$ cat src/rtl/safety_check_pkg.sv
// Purpose: constants and types for the safety check register block
// Assumes: 100 MHz reference clock
// Notes:   register select codes and checksum polynomial are local picks
package safety_check_pkg;

    // register select codes on the command port
    localparam logic [1:0] SEL_CONTROL  = 2'h0;
    localparam logic [1:0] SEL_HIGH_MAX = 2'h1;
    localparam logic [1:0] SEL_HIGH_MIN = 2'h2;
    localparam logic [1:0] SEL_LOW_MAX  = 2'h3;

    // control register fields
    localparam int BIT_CRC_EN    = 4;
    localparam int BIT_DRIVE_EN  = 3;
    localparam int BIT_MON_EN    = 2;
    localparam int BIT_LEAVE_REQ = 0;
    localparam logic [7:0] CONTROL_WMASK = 8'h1d;

    // reset values
    localparam logic [7:0] CONTROL_RESET  = 8'h00;
    localparam logic [7:0] HIGH_MAX_RESET = 8'ha8;
    localparam logic [7:0] HIGH_MIN_RESET = 8'ha7;
    localparam logic [7:0] LOW_MAX_RESET  = 8'h3d;

    // checksum engine
    localparam logic [7:0] CRC8_POLY = 8'h2f;
    localparam logic [7:0] CRC8_INIT = 8'hff;
    localparam logic [1:0] CRC_LAST  = 2'h3;

    // phase timing
    localparam int CLK_PERIOD_NS = 10;
    localparam int PWM_UNIT_US   = 15;
    localparam int ALT_UNIT_US   = 5;
    localparam logic [10:0] PWM_UNIT_CYC =
        11'((PWM_UNIT_US * 1000) / CLK_PERIOD_NS);
    localparam logic [10:0] ALT_UNIT_CYC =
        11'((ALT_UNIT_US * 1000) / CLK_PERIOD_NS);
    localparam logic [8:0] TICK_SAT = 9'h1ff;

    typedef enum logic [2:0] {
        ST_OFF,
        ST_INIT,
        ST_DIAGNOSTIC,
        ST_ACTIVE,
        ST_SAFE
    } dev_state_e;

    typedef struct packed {
        logic       wr;
        logic [1:0] sel;
        logic [7:0] wdata;
    } reg_cmd_s;

    typedef struct packed {
        logic [3:0] watchdog_fail_count;
        logic [3:0] watchdog_fail_drive_threshold;
        logic [3:0] watchdog_fail_reset_threshold;
        logic [3:0] error_monitor_fail_count;
        logic [3:0] error_monitor_fail_drive_threshold;
    } fail_counts_s;

endpackage

$ cat src/rtl/safety_check_ctrl.sv
// Purpose: safety check control and processor error-signal phase limits
// Assumes: state, locks and fail counts come from logic on the same clock
// Notes:   only the processor error pin is asynchronous
//
// Functional notes
// - checksum over configuration runs continuously while its enable is one
// - drive enable bit clears when the device enters SAFE
// - drive pin held low while drive enable is zero
// - pin high only in ACTIVE or DIAGNOSTIC with fail counts under limits
// - monitor enable bit switches the error monitor, resets to zero
// - leave request set only by a write while in DIAGNOSTIC
// - leave request clears on any exit from DIAGNOSTIC
// - request set and block clear moves DIAGNOSTIC to ACTIVE
// - high phase maximum is (limit+1) times 15 us in PWM mode
// - high phase minimum is (limit+1) times 15 us in PWM mode
// - limit writes only in DIAGNOSTIC with config lock clear
// - low phase maximum is (limit+1) times 15 us, or 5 us alternate
`timescale 1ns/100ps
module safety_check_ctrl
    import safety_check_pkg::*;
(
    input  wire logic         i_ref_clk,
    input  wire logic         i_rst_n,
    input  wire reg_cmd_s     i_reg_cmd,
    input  wire logic [1:0]   i_reg_rd_sel,
    input  wire logic         i_ctrl_lock,
    input  wire logic         i_cfg_lock,
    input  wire dev_state_e   i_dev_state,
    input  wire logic         i_diagnostic_leave_block,
    input  wire fail_counts_s i_fail_counts,
    input  wire logic         i_error_monitor_mode_select,
    input  wire logic [7:0]   i_expected_config_checksum,
    input  wire logic         i_processor_error,
    output logic [7:0]        o_reg_rdata,
    output logic              o_enable_drive_pin,
    output logic              o_error_monitor_enable,
    output logic              o_leave_diagnostic,
    output logic              o_crc_active,
    output logic              o_crc_error,
    output logic              o_esm_error
);

    logic [7:0]  control;
    logic [7:0]  high_max;
    logic [7:0]  high_min;
    logic [7:0]  low_max;
    dev_state_e  prev_state;
    logic        enter_safe;
    logic        leave_diag;
    logic        in_diag;
    logic        cfg_open;
    logic [1:0]  crc_idx;
    logic [7:0]  crc_acc;
    logic [7:0]  next_crc;
    logic        err_meta;
    logic        err_sync;
    logic        err_prev;
    logic [10:0] unit_cnt;
    logic [10:0] unit_len;
    logic [8:0]  ticks;
    logic        over_seen;
    logic        pwm_mode;
    logic        edge_seen;
    logic        drive_ok;
    logic        phase_over;

    function automatic logic [7:0] crc8_step(input logic [7:0] crc,
                                             input logic [7:0] data);
        logic [7:0] c;
        c = crc ^ data;
        for (int i = 0; i < 8; i++) begin
            c = c[7] ? ((c << 1) ^ CRC8_POLY) : (c << 1);
        end
        return c;
    endfunction

    function automatic logic [7:0] reg_value(input logic [1:0] sel);
        case (sel)
            SEL_CONTROL:  reg_value = control & CONTROL_WMASK;
            SEL_HIGH_MAX: reg_value = high_max;
            SEL_HIGH_MIN: reg_value = high_min;
            default:      reg_value = low_max;
        endcase
    endfunction

    function automatic logic [8:0] limit_ticks(input logic [7:0] lim);
        return {1'b0, lim} + 9'h001;
    endfunction

    assign in_diag    = (i_dev_state == ST_DIAGNOSTIC);
    assign cfg_open   = in_diag && !i_cfg_lock;
    assign enter_safe = (i_dev_state == ST_SAFE) && (prev_state != ST_SAFE);
    assign leave_diag = (prev_state == ST_DIAGNOSTIC) && !in_diag;
    assign pwm_mode   = i_error_monitor_mode_select;
    assign unit_len   = pwm_mode ? PWM_UNIT_CYC : ALT_UNIT_CYC;
    assign edge_seen  = err_sync != err_prev;
    assign next_crc   = crc8_step(crc_acc, reg_value(crc_idx));
    assign phase_over = err_sync
        ? (pwm_mode && ticks == limit_ticks(high_max))
        : (ticks == limit_ticks(low_max));
    assign drive_ok   = control[BIT_DRIVE_EN]
        && (i_dev_state == ST_ACTIVE || in_diag)
        && (i_fail_counts.watchdog_fail_count
            < i_fail_counts.watchdog_fail_drive_threshold)
        && (i_fail_counts.watchdog_fail_count
            < i_fail_counts.watchdog_fail_reset_threshold)
        && (i_fail_counts.error_monitor_fail_count
            < i_fail_counts.error_monitor_fail_drive_threshold);

    // state history for entry and exit detection
    always_ff @(posedge i_ref_clk or negedge i_rst_n) begin
        if (!i_rst_n) begin
            prev_state <= ST_OFF;
        end else begin
            prev_state <= i_dev_state;
        end
    end

    // control register
    always_ff @(posedge i_ref_clk or negedge i_rst_n) begin
        if (!i_rst_n) begin
            control <= CONTROL_RESET;
        end else begin
            if (i_reg_cmd.wr && i_reg_cmd.sel == SEL_CONTROL
                    && !i_ctrl_lock) begin
                control[BIT_CRC_EN]   <= i_reg_cmd.wdata[BIT_CRC_EN];
                control[BIT_DRIVE_EN] <= i_reg_cmd.wdata[BIT_DRIVE_EN];
                control[BIT_MON_EN]   <= i_reg_cmd.wdata[BIT_MON_EN];
                if (in_diag || !i_reg_cmd.wdata[BIT_LEAVE_REQ]) begin
                    control[BIT_LEAVE_REQ] <=
                        i_reg_cmd.wdata[BIT_LEAVE_REQ];
                end
            end
            if (enter_safe) begin
                control[BIT_DRIVE_EN] <= 1'b0;
            end
            if (leave_diag) begin
                control[BIT_LEAVE_REQ] <= 1'b0;
            end
        end
    end

    // phase-limit registers
    always_ff @(posedge i_ref_clk or negedge i_rst_n) begin
        if (!i_rst_n) begin
            high_max <= HIGH_MAX_RESET;
            high_min <= HIGH_MIN_RESET;
            low_max  <= LOW_MAX_RESET;
        end else if (i_reg_cmd.wr && cfg_open) begin
            case (i_reg_cmd.sel)
                SEL_HIGH_MAX: high_max <= i_reg_cmd.wdata;
                SEL_HIGH_MIN: high_min <= i_reg_cmd.wdata;
                SEL_LOW_MAX:  low_max  <= i_reg_cmd.wdata;
                default:      ;
            endcase
        end
    end

    // read data
    always_ff @(posedge i_ref_clk or negedge i_rst_n) begin
        if (!i_rst_n) begin
            o_reg_rdata <= 8'h00;
        end else begin
            o_reg_rdata <= reg_value(i_reg_rd_sel);
        end
    end

    // drive pin and status outputs
    always_ff @(posedge i_ref_clk or negedge i_rst_n) begin
        if (!i_rst_n) begin
            o_enable_drive_pin     <= 1'b0;
            o_error_monitor_enable <= 1'b0;
            o_leave_diagnostic     <= 1'b0;
        end else begin
            o_enable_drive_pin     <= drive_ok;
            o_error_monitor_enable <= control[BIT_MON_EN];
            o_leave_diagnostic     <= control[BIT_LEAVE_REQ]
                && !i_diagnostic_leave_block && in_diag;
        end
    end

    // continuous checksum walk over the configuration bytes
    always_ff @(posedge i_ref_clk or negedge i_rst_n) begin
        if (!i_rst_n) begin
            crc_idx      <= 2'h0;
            crc_acc      <= CRC8_INIT;
            o_crc_active <= 1'b0;
            o_crc_error  <= 1'b0;
        end else if (!control[BIT_CRC_EN]) begin
            crc_idx      <= 2'h0;
            crc_acc      <= CRC8_INIT;
            o_crc_active <= 1'b0;
            o_crc_error  <= 1'b0;
        end else begin
            o_crc_active <= 1'b1;
            crc_idx      <= crc_idx + 2'h1;
            if (crc_idx == CRC_LAST) begin
                crc_acc     <= CRC8_INIT;
                o_crc_error <= next_crc != i_expected_config_checksum;
            end else begin
                crc_acc <= next_crc;
            end
        end
    end

    // error pin synchroniser
    always_ff @(posedge i_ref_clk or negedge i_rst_n) begin
        if (!i_rst_n) begin
            err_meta <= 1'b0;
            err_sync <= 1'b0;
            err_prev <= 1'b0;
        end else begin
            err_meta <= i_processor_error;
            err_sync <= err_meta;
            err_prev <= err_sync;
        end
    end

    // phase timer in units of 15 us or 5 us
    always_ff @(posedge i_ref_clk or negedge i_rst_n) begin
        if (!i_rst_n) begin
            unit_cnt  <= 11'h000;
            ticks     <= 9'h000;
            over_seen <= 1'b0;
        end else if (!control[BIT_MON_EN] || edge_seen) begin
            unit_cnt  <= 11'h000;
            ticks     <= 9'h000;
            over_seen <= 1'b0;
        end else begin
            if (unit_cnt >= unit_len - 11'h001) begin
                unit_cnt <= 11'h000;
                if (ticks != TICK_SAT) begin
                    ticks <= ticks + 9'h001;
                end
            end else begin
                unit_cnt <= unit_cnt + 11'h001;
            end
            if (phase_over) begin
                over_seen <= 1'b1;
            end
        end
    end

    // phase checks against the limits
    always_ff @(posedge i_ref_clk or negedge i_rst_n) begin
        if (!i_rst_n) begin
            o_esm_error <= 1'b0;
        end else if (!control[BIT_MON_EN]) begin
            o_esm_error <= 1'b0;
        end else if (edge_seen) begin
            o_esm_error <= pwm_mode && err_prev
                && ticks < limit_ticks(high_min);
        end else if (over_seen) begin
            o_esm_error <= 1'b0;
        end else begin
            o_esm_error <= phase_over;
        end
    end

    crc_idle_a: assert property (@(posedge i_ref_clk) disable iff (!i_rst_n)
        !control[BIT_CRC_EN] |=> !o_crc_active && !o_crc_error)
        else $error("checksum active while disabled");

    safe_clear_a: assert property (@(posedge i_ref_clk)
        disable iff (!i_rst_n)
        enter_safe |=> !control[BIT_DRIVE_EN] ##1 !o_enable_drive_pin)
        else $error("drive enable not cleared on entering safe");

    pin_low_a: assert property (@(posedge i_ref_clk) disable iff (!i_rst_n)
        !control[BIT_DRIVE_EN] |=> !o_enable_drive_pin)
        else $error("drive pin high while disabled");

    pin_gate_a: assert property (@(posedge i_ref_clk) disable iff (!i_rst_n)
        o_enable_drive_pin |-> $past(i_dev_state) == ST_ACTIVE
            || $past(i_dev_state) == ST_DIAGNOSTIC)
        else $error("drive pin high outside active or diagnostic");

    monitor_off_a: assert property (@(posedge i_ref_clk)
        disable iff (!i_rst_n)
        !control[BIT_MON_EN] |=> !o_esm_error ##1 !o_error_monitor_enable
            || control[BIT_MON_EN])
        else $error("monitor acting while disabled");

    leave_set_a: assert property (@(posedge i_ref_clk) disable iff (!i_rst_n)
        !control[BIT_LEAVE_REQ] && !in_diag |=> !control[BIT_LEAVE_REQ])
        else $error("leave request set outside diagnostic");

    leave_clear_a: assert property (@(posedge i_ref_clk)
        disable iff (!i_rst_n)
        leave_diag |=> !control[BIT_LEAVE_REQ])
        else $error("leave request kept after leaving diagnostic");

    leave_go_a: assert property (@(posedge i_ref_clk) disable iff (!i_rst_n)
        control[BIT_LEAVE_REQ] && !i_diagnostic_leave_block && in_diag
            |=> o_leave_diagnostic)
        else $error("leave not signalled");

    limit_lock_a: assert property (@(posedge i_ref_clk)
        disable iff (!i_rst_n)
        !cfg_open |=> $stable(high_max) && $stable(high_min)
            && $stable(low_max))
        else $error("limit changed while locked");

    reserved_zero_a: assert property (@(posedge i_ref_clk)
        disable iff (!i_rst_n)
        i_reg_rd_sel == SEL_CONTROL |=> (o_reg_rdata & ~CONTROL_WMASK)
            == 8'h00)
        else $error("reserved control bit read as one");

endmodule

$ cat config.mk
export PLATFORM = sky130hd
export DESIGN_NAME = safety_check_ctrl
export DESIGN_NICKNAME = d
export VERILOG_FILES = /design/src/rtl/safety_check_pkg.sv /design/src/rtl/safety_check_ctrl.sv
export SDC_FILE = /design/constraint.sdc
export NUM_CORES = 1
export LEC_CHECK = 0
export ABC_AREA = 1
export CAP_MARGIN = 25
export CORE_MARGIN = 4
export CORE_UTILIZATION = 40
export DETAILED_ROUTE_END_ITERATION = 12
export DONT_BUFFER_PORTS = 1
export SKIP_CTS_REPAIR_TIMING = 1
export SYNTH_ARGS = -nofsm -noshare
export SYNTH_HDL_FRONTEND = slang
export SYNTH_SLANG_ARGS = --single-unit
$ cat constraint.sdc
create_clock -name i_ref_clk -period 3 [get_ports i_ref_clk]
set_input_delay 0.9 -clock i_ref_clk [delete_from_list [all_inputs] [get_ports i_ref_clk]]
set_output_delay 0.9 -clock i_ref_clk [all_outputs]
set_load 0.05 [all_outputs]
==> metrics.txt <==
met3 Use GR 5.49%; largest net degree at the start of global routing 80; Lkg Pwr 2.94 nW; gpl congestion a little under 0.9; DRT antenna net count 0; Syn Nets 837; Post-Syn Instances 756; Fillers 1353; root buffer cell clkbuf_16; final hold vios 0; port bufs 0; met1 global-route usage 24.4%; Max Slew Vio Count 0; worst path arrival time 2.86 ns; most frequent cells in the layout nand2_1 (219), inv_1 (104), nand3_1 (94); post-place instance area around 0.0056 mm²; Ant. Diodes 0; setup TNS 0 ns; NumNets Final 841; Final min period ~2.6 ns; clock sinks 79; FF/Latch Area 0.00200 mm²; detailed placement HPWL 10700 µm; Core ar. around 0.013 mm²; drt total wl 13700 µm; crit end category flip-flop; dpl ws 0.0806 ns; commonest non-fill, non-tap cell in the layout nand2_1; setup ws final a little under 0.4 ns; YS warnings 0; Max Buffers Root-to-Sink 2; WHS 0.242 ns; syn avg cell area 7.19 µm²; Vias roughly 4900; FMAX 384 MHz; max_slew headroom 56.2%; first-pass iteration count of the detailed router 5; sequential cell area fraction in the yosys report 36.8%; grt total ovfl 0; wire length per cell 14.5 µm; Setup CP Type reg2reg; run status finished clean; routed vias/inst 5.26; Die ar. 0.0155 mm²; H-tree depth 3; clk_skew 0.00953 ns; Worst-Skew Late Latency approximately 0.35 ns; layout cells sized above 1 8.37%; fin area 0.00597 mm²; initial antenna violation count 0; initial detailed-routing violation count 294; synthesized flop and latch total 79; gr usage total 17.7%; final cycle utilization of the critical path 86.8%; Worst setup SP type flip-flop; Slew @ Worst Pin roughly 0.66 ns; Power Total 0.00484 W; Die W roughly 120 µm; CP max FO 8; CTS tree done; top cells by area, synth dfrtp_1 (27%), nand2_1 (15%), dfstp_2 (10%); height of the chip 125 µm; post-synth top area cell dfrtp_1; Max Cap Violations 0; area delta synth->final 9.83%; gr busiest metal met2; Worst R2R Path Depth 21; top cell type's share of synthesized area 26.7%; Pwr per Cell Area 811 mW/mm²; Residual DRC 0; # IOs 65; endpoints failing setup 0; RSZ-0062 raised after global routing false; Synth Cell Area 0.00544 mm²; hold crit path type in2async; first-pass GRT wire length around 23000 µm; Worst EP required between 3 and 4 ns; Distinct cells, synth 42; vias in the first global route 4714; CTS Buf Count 9; area occupied by multi-input gates 0.00298 mm²; GRT met2 Usage 27.6%; Initial Util 40.9%; Rows 42; Worst-path clk slew about 0.07 ns; worst vdd ir 0.374 mV
==> through the flow <==
step | util (%) | cells
after global routing | 44.9 | 941
after global placement | 42.3 | 925
after CTS | 44.9 | 941
final | 44.9 | 941
after detailed placement | 42.3 | 925
after floorplan | - | 756
==> worst max-delay path, stage by stage (launching register included) <==
cell     delay (ns)
dfrtp_1        0.40
inv_1          0.08
ha_1           0.35
nand2_1        0.09
nand3_1        0.14
nand2_1        0.08
nand2_1        0.06
nand2_1        0.13
nand2_1        0.13
nand2_1        0.07
nand2_1        0.05
nand2_1        0.10
inv_1          0.12
nand2_1        0.08
nand3_1        0.10
nand2_1        0.09
nand2_1        0.08
nand2_1        0.05
nor2_1         0.11
nand3_1        0.09
nand2_1        0.06
inv_1          0.03
==> worst paths after layout <==
path / slack [ns] / start / endpoint
setup / recovery: 0.40 / crc_idx[1] / o_crc_error
hold / removal: 0.24 / i_rst_n / unit_cnt[4]
setup reg to reg: 0.40 / crc_idx[1] / o_crc_error
hold reg to reg: 0.35 / err_meta / err_sync
max in group asynchronous: 2.56 / i_rst_n / high_min[7]
min in group i_ref_clk: 0.35 / err_meta / err_sync
==> synthesized netlist by cell type (all sizes together) <==
| master | count |
|---|---|
| nor3 | 13 |
| nand3 | 96 |
| o211ai | 1 |
| nor4b | 1 |
| o221ai | 4 |
| or2 | 3 |
| o22ai | 1 |
| o21ai | 48 |
| a211oi | 4 |
| o211a | 1 |
| buf | 5 |
| and3 | 1 |
| inv | 106 |
| nand4 | 10 |
| clkbuf | 5 |
| a21boi | 4 |
| ha | 30 |
| nor4 | 7 |
| xor2 | 23 |
| a21oi | 15 |
| nor2 | 43 |
| nor3b | 1 |
| o2111ai | 3 |
| nand2 | 233 |
| a221oi | 4 |
| nand3b | 7 |
| o21bai | 2 |
| xnor2 | 5 |
| o31ai | 1 |
| dfstp | 21 |
| dfrtp | 58 |
==> metal layers <==
metal,vias to the layer above,part of all wire (%)
li1,2481,-
met1,2299,48
met2,149,44
met3,18,6.8
met4,0,1.2
met5,-,0
==> power by group <==
part | switching, W | total (W) | internal, W
clock | 0.000472 | 0.00129 | 0.000821
combinational | 0.00139 | 0.00207 | 0.000680
sequential | 0.000235 | 0.00148 | 0.00125
==> sequential cells by signal (all words and copies together), names as in the netlist, 2 cells and up <==
register     flops
control          4
crc_acc          8
crc_idx          2
high_max         8
high_min         8
low_max          8
o_reg_rdata      8
prev_state       3
ticks            9
unit_cnt        11
==> final cells by class <==
cell class | count | share of cell area (%)
Clock inverter | 6 | 1.95
Tap cell | 176 | 3.69
Timing Repair Buffer | 3 | 0.377
Inverter | 106 | 6.66
Sequential cell | 79 | 33.5
Clock buffer | 10 | 3.83
Multi-Input combinational cell | 561 | 49.9
==> cells by family (layout without fill, tap and decap cells) <==
logic type / Yosys count / after routing / synth area share [%]
simple gates: 415 / 415 / 33.7
buf+inv: 116 / 125 / 8.31
compound gates: 88 / 88 / 9.73
flops: 79 / 79 / 36.8
fa+ha+maj: 30 / 30 / 6.90
xor+xnor: 28 / 28 / 4.51
Power figures use the tool's default switching activity.
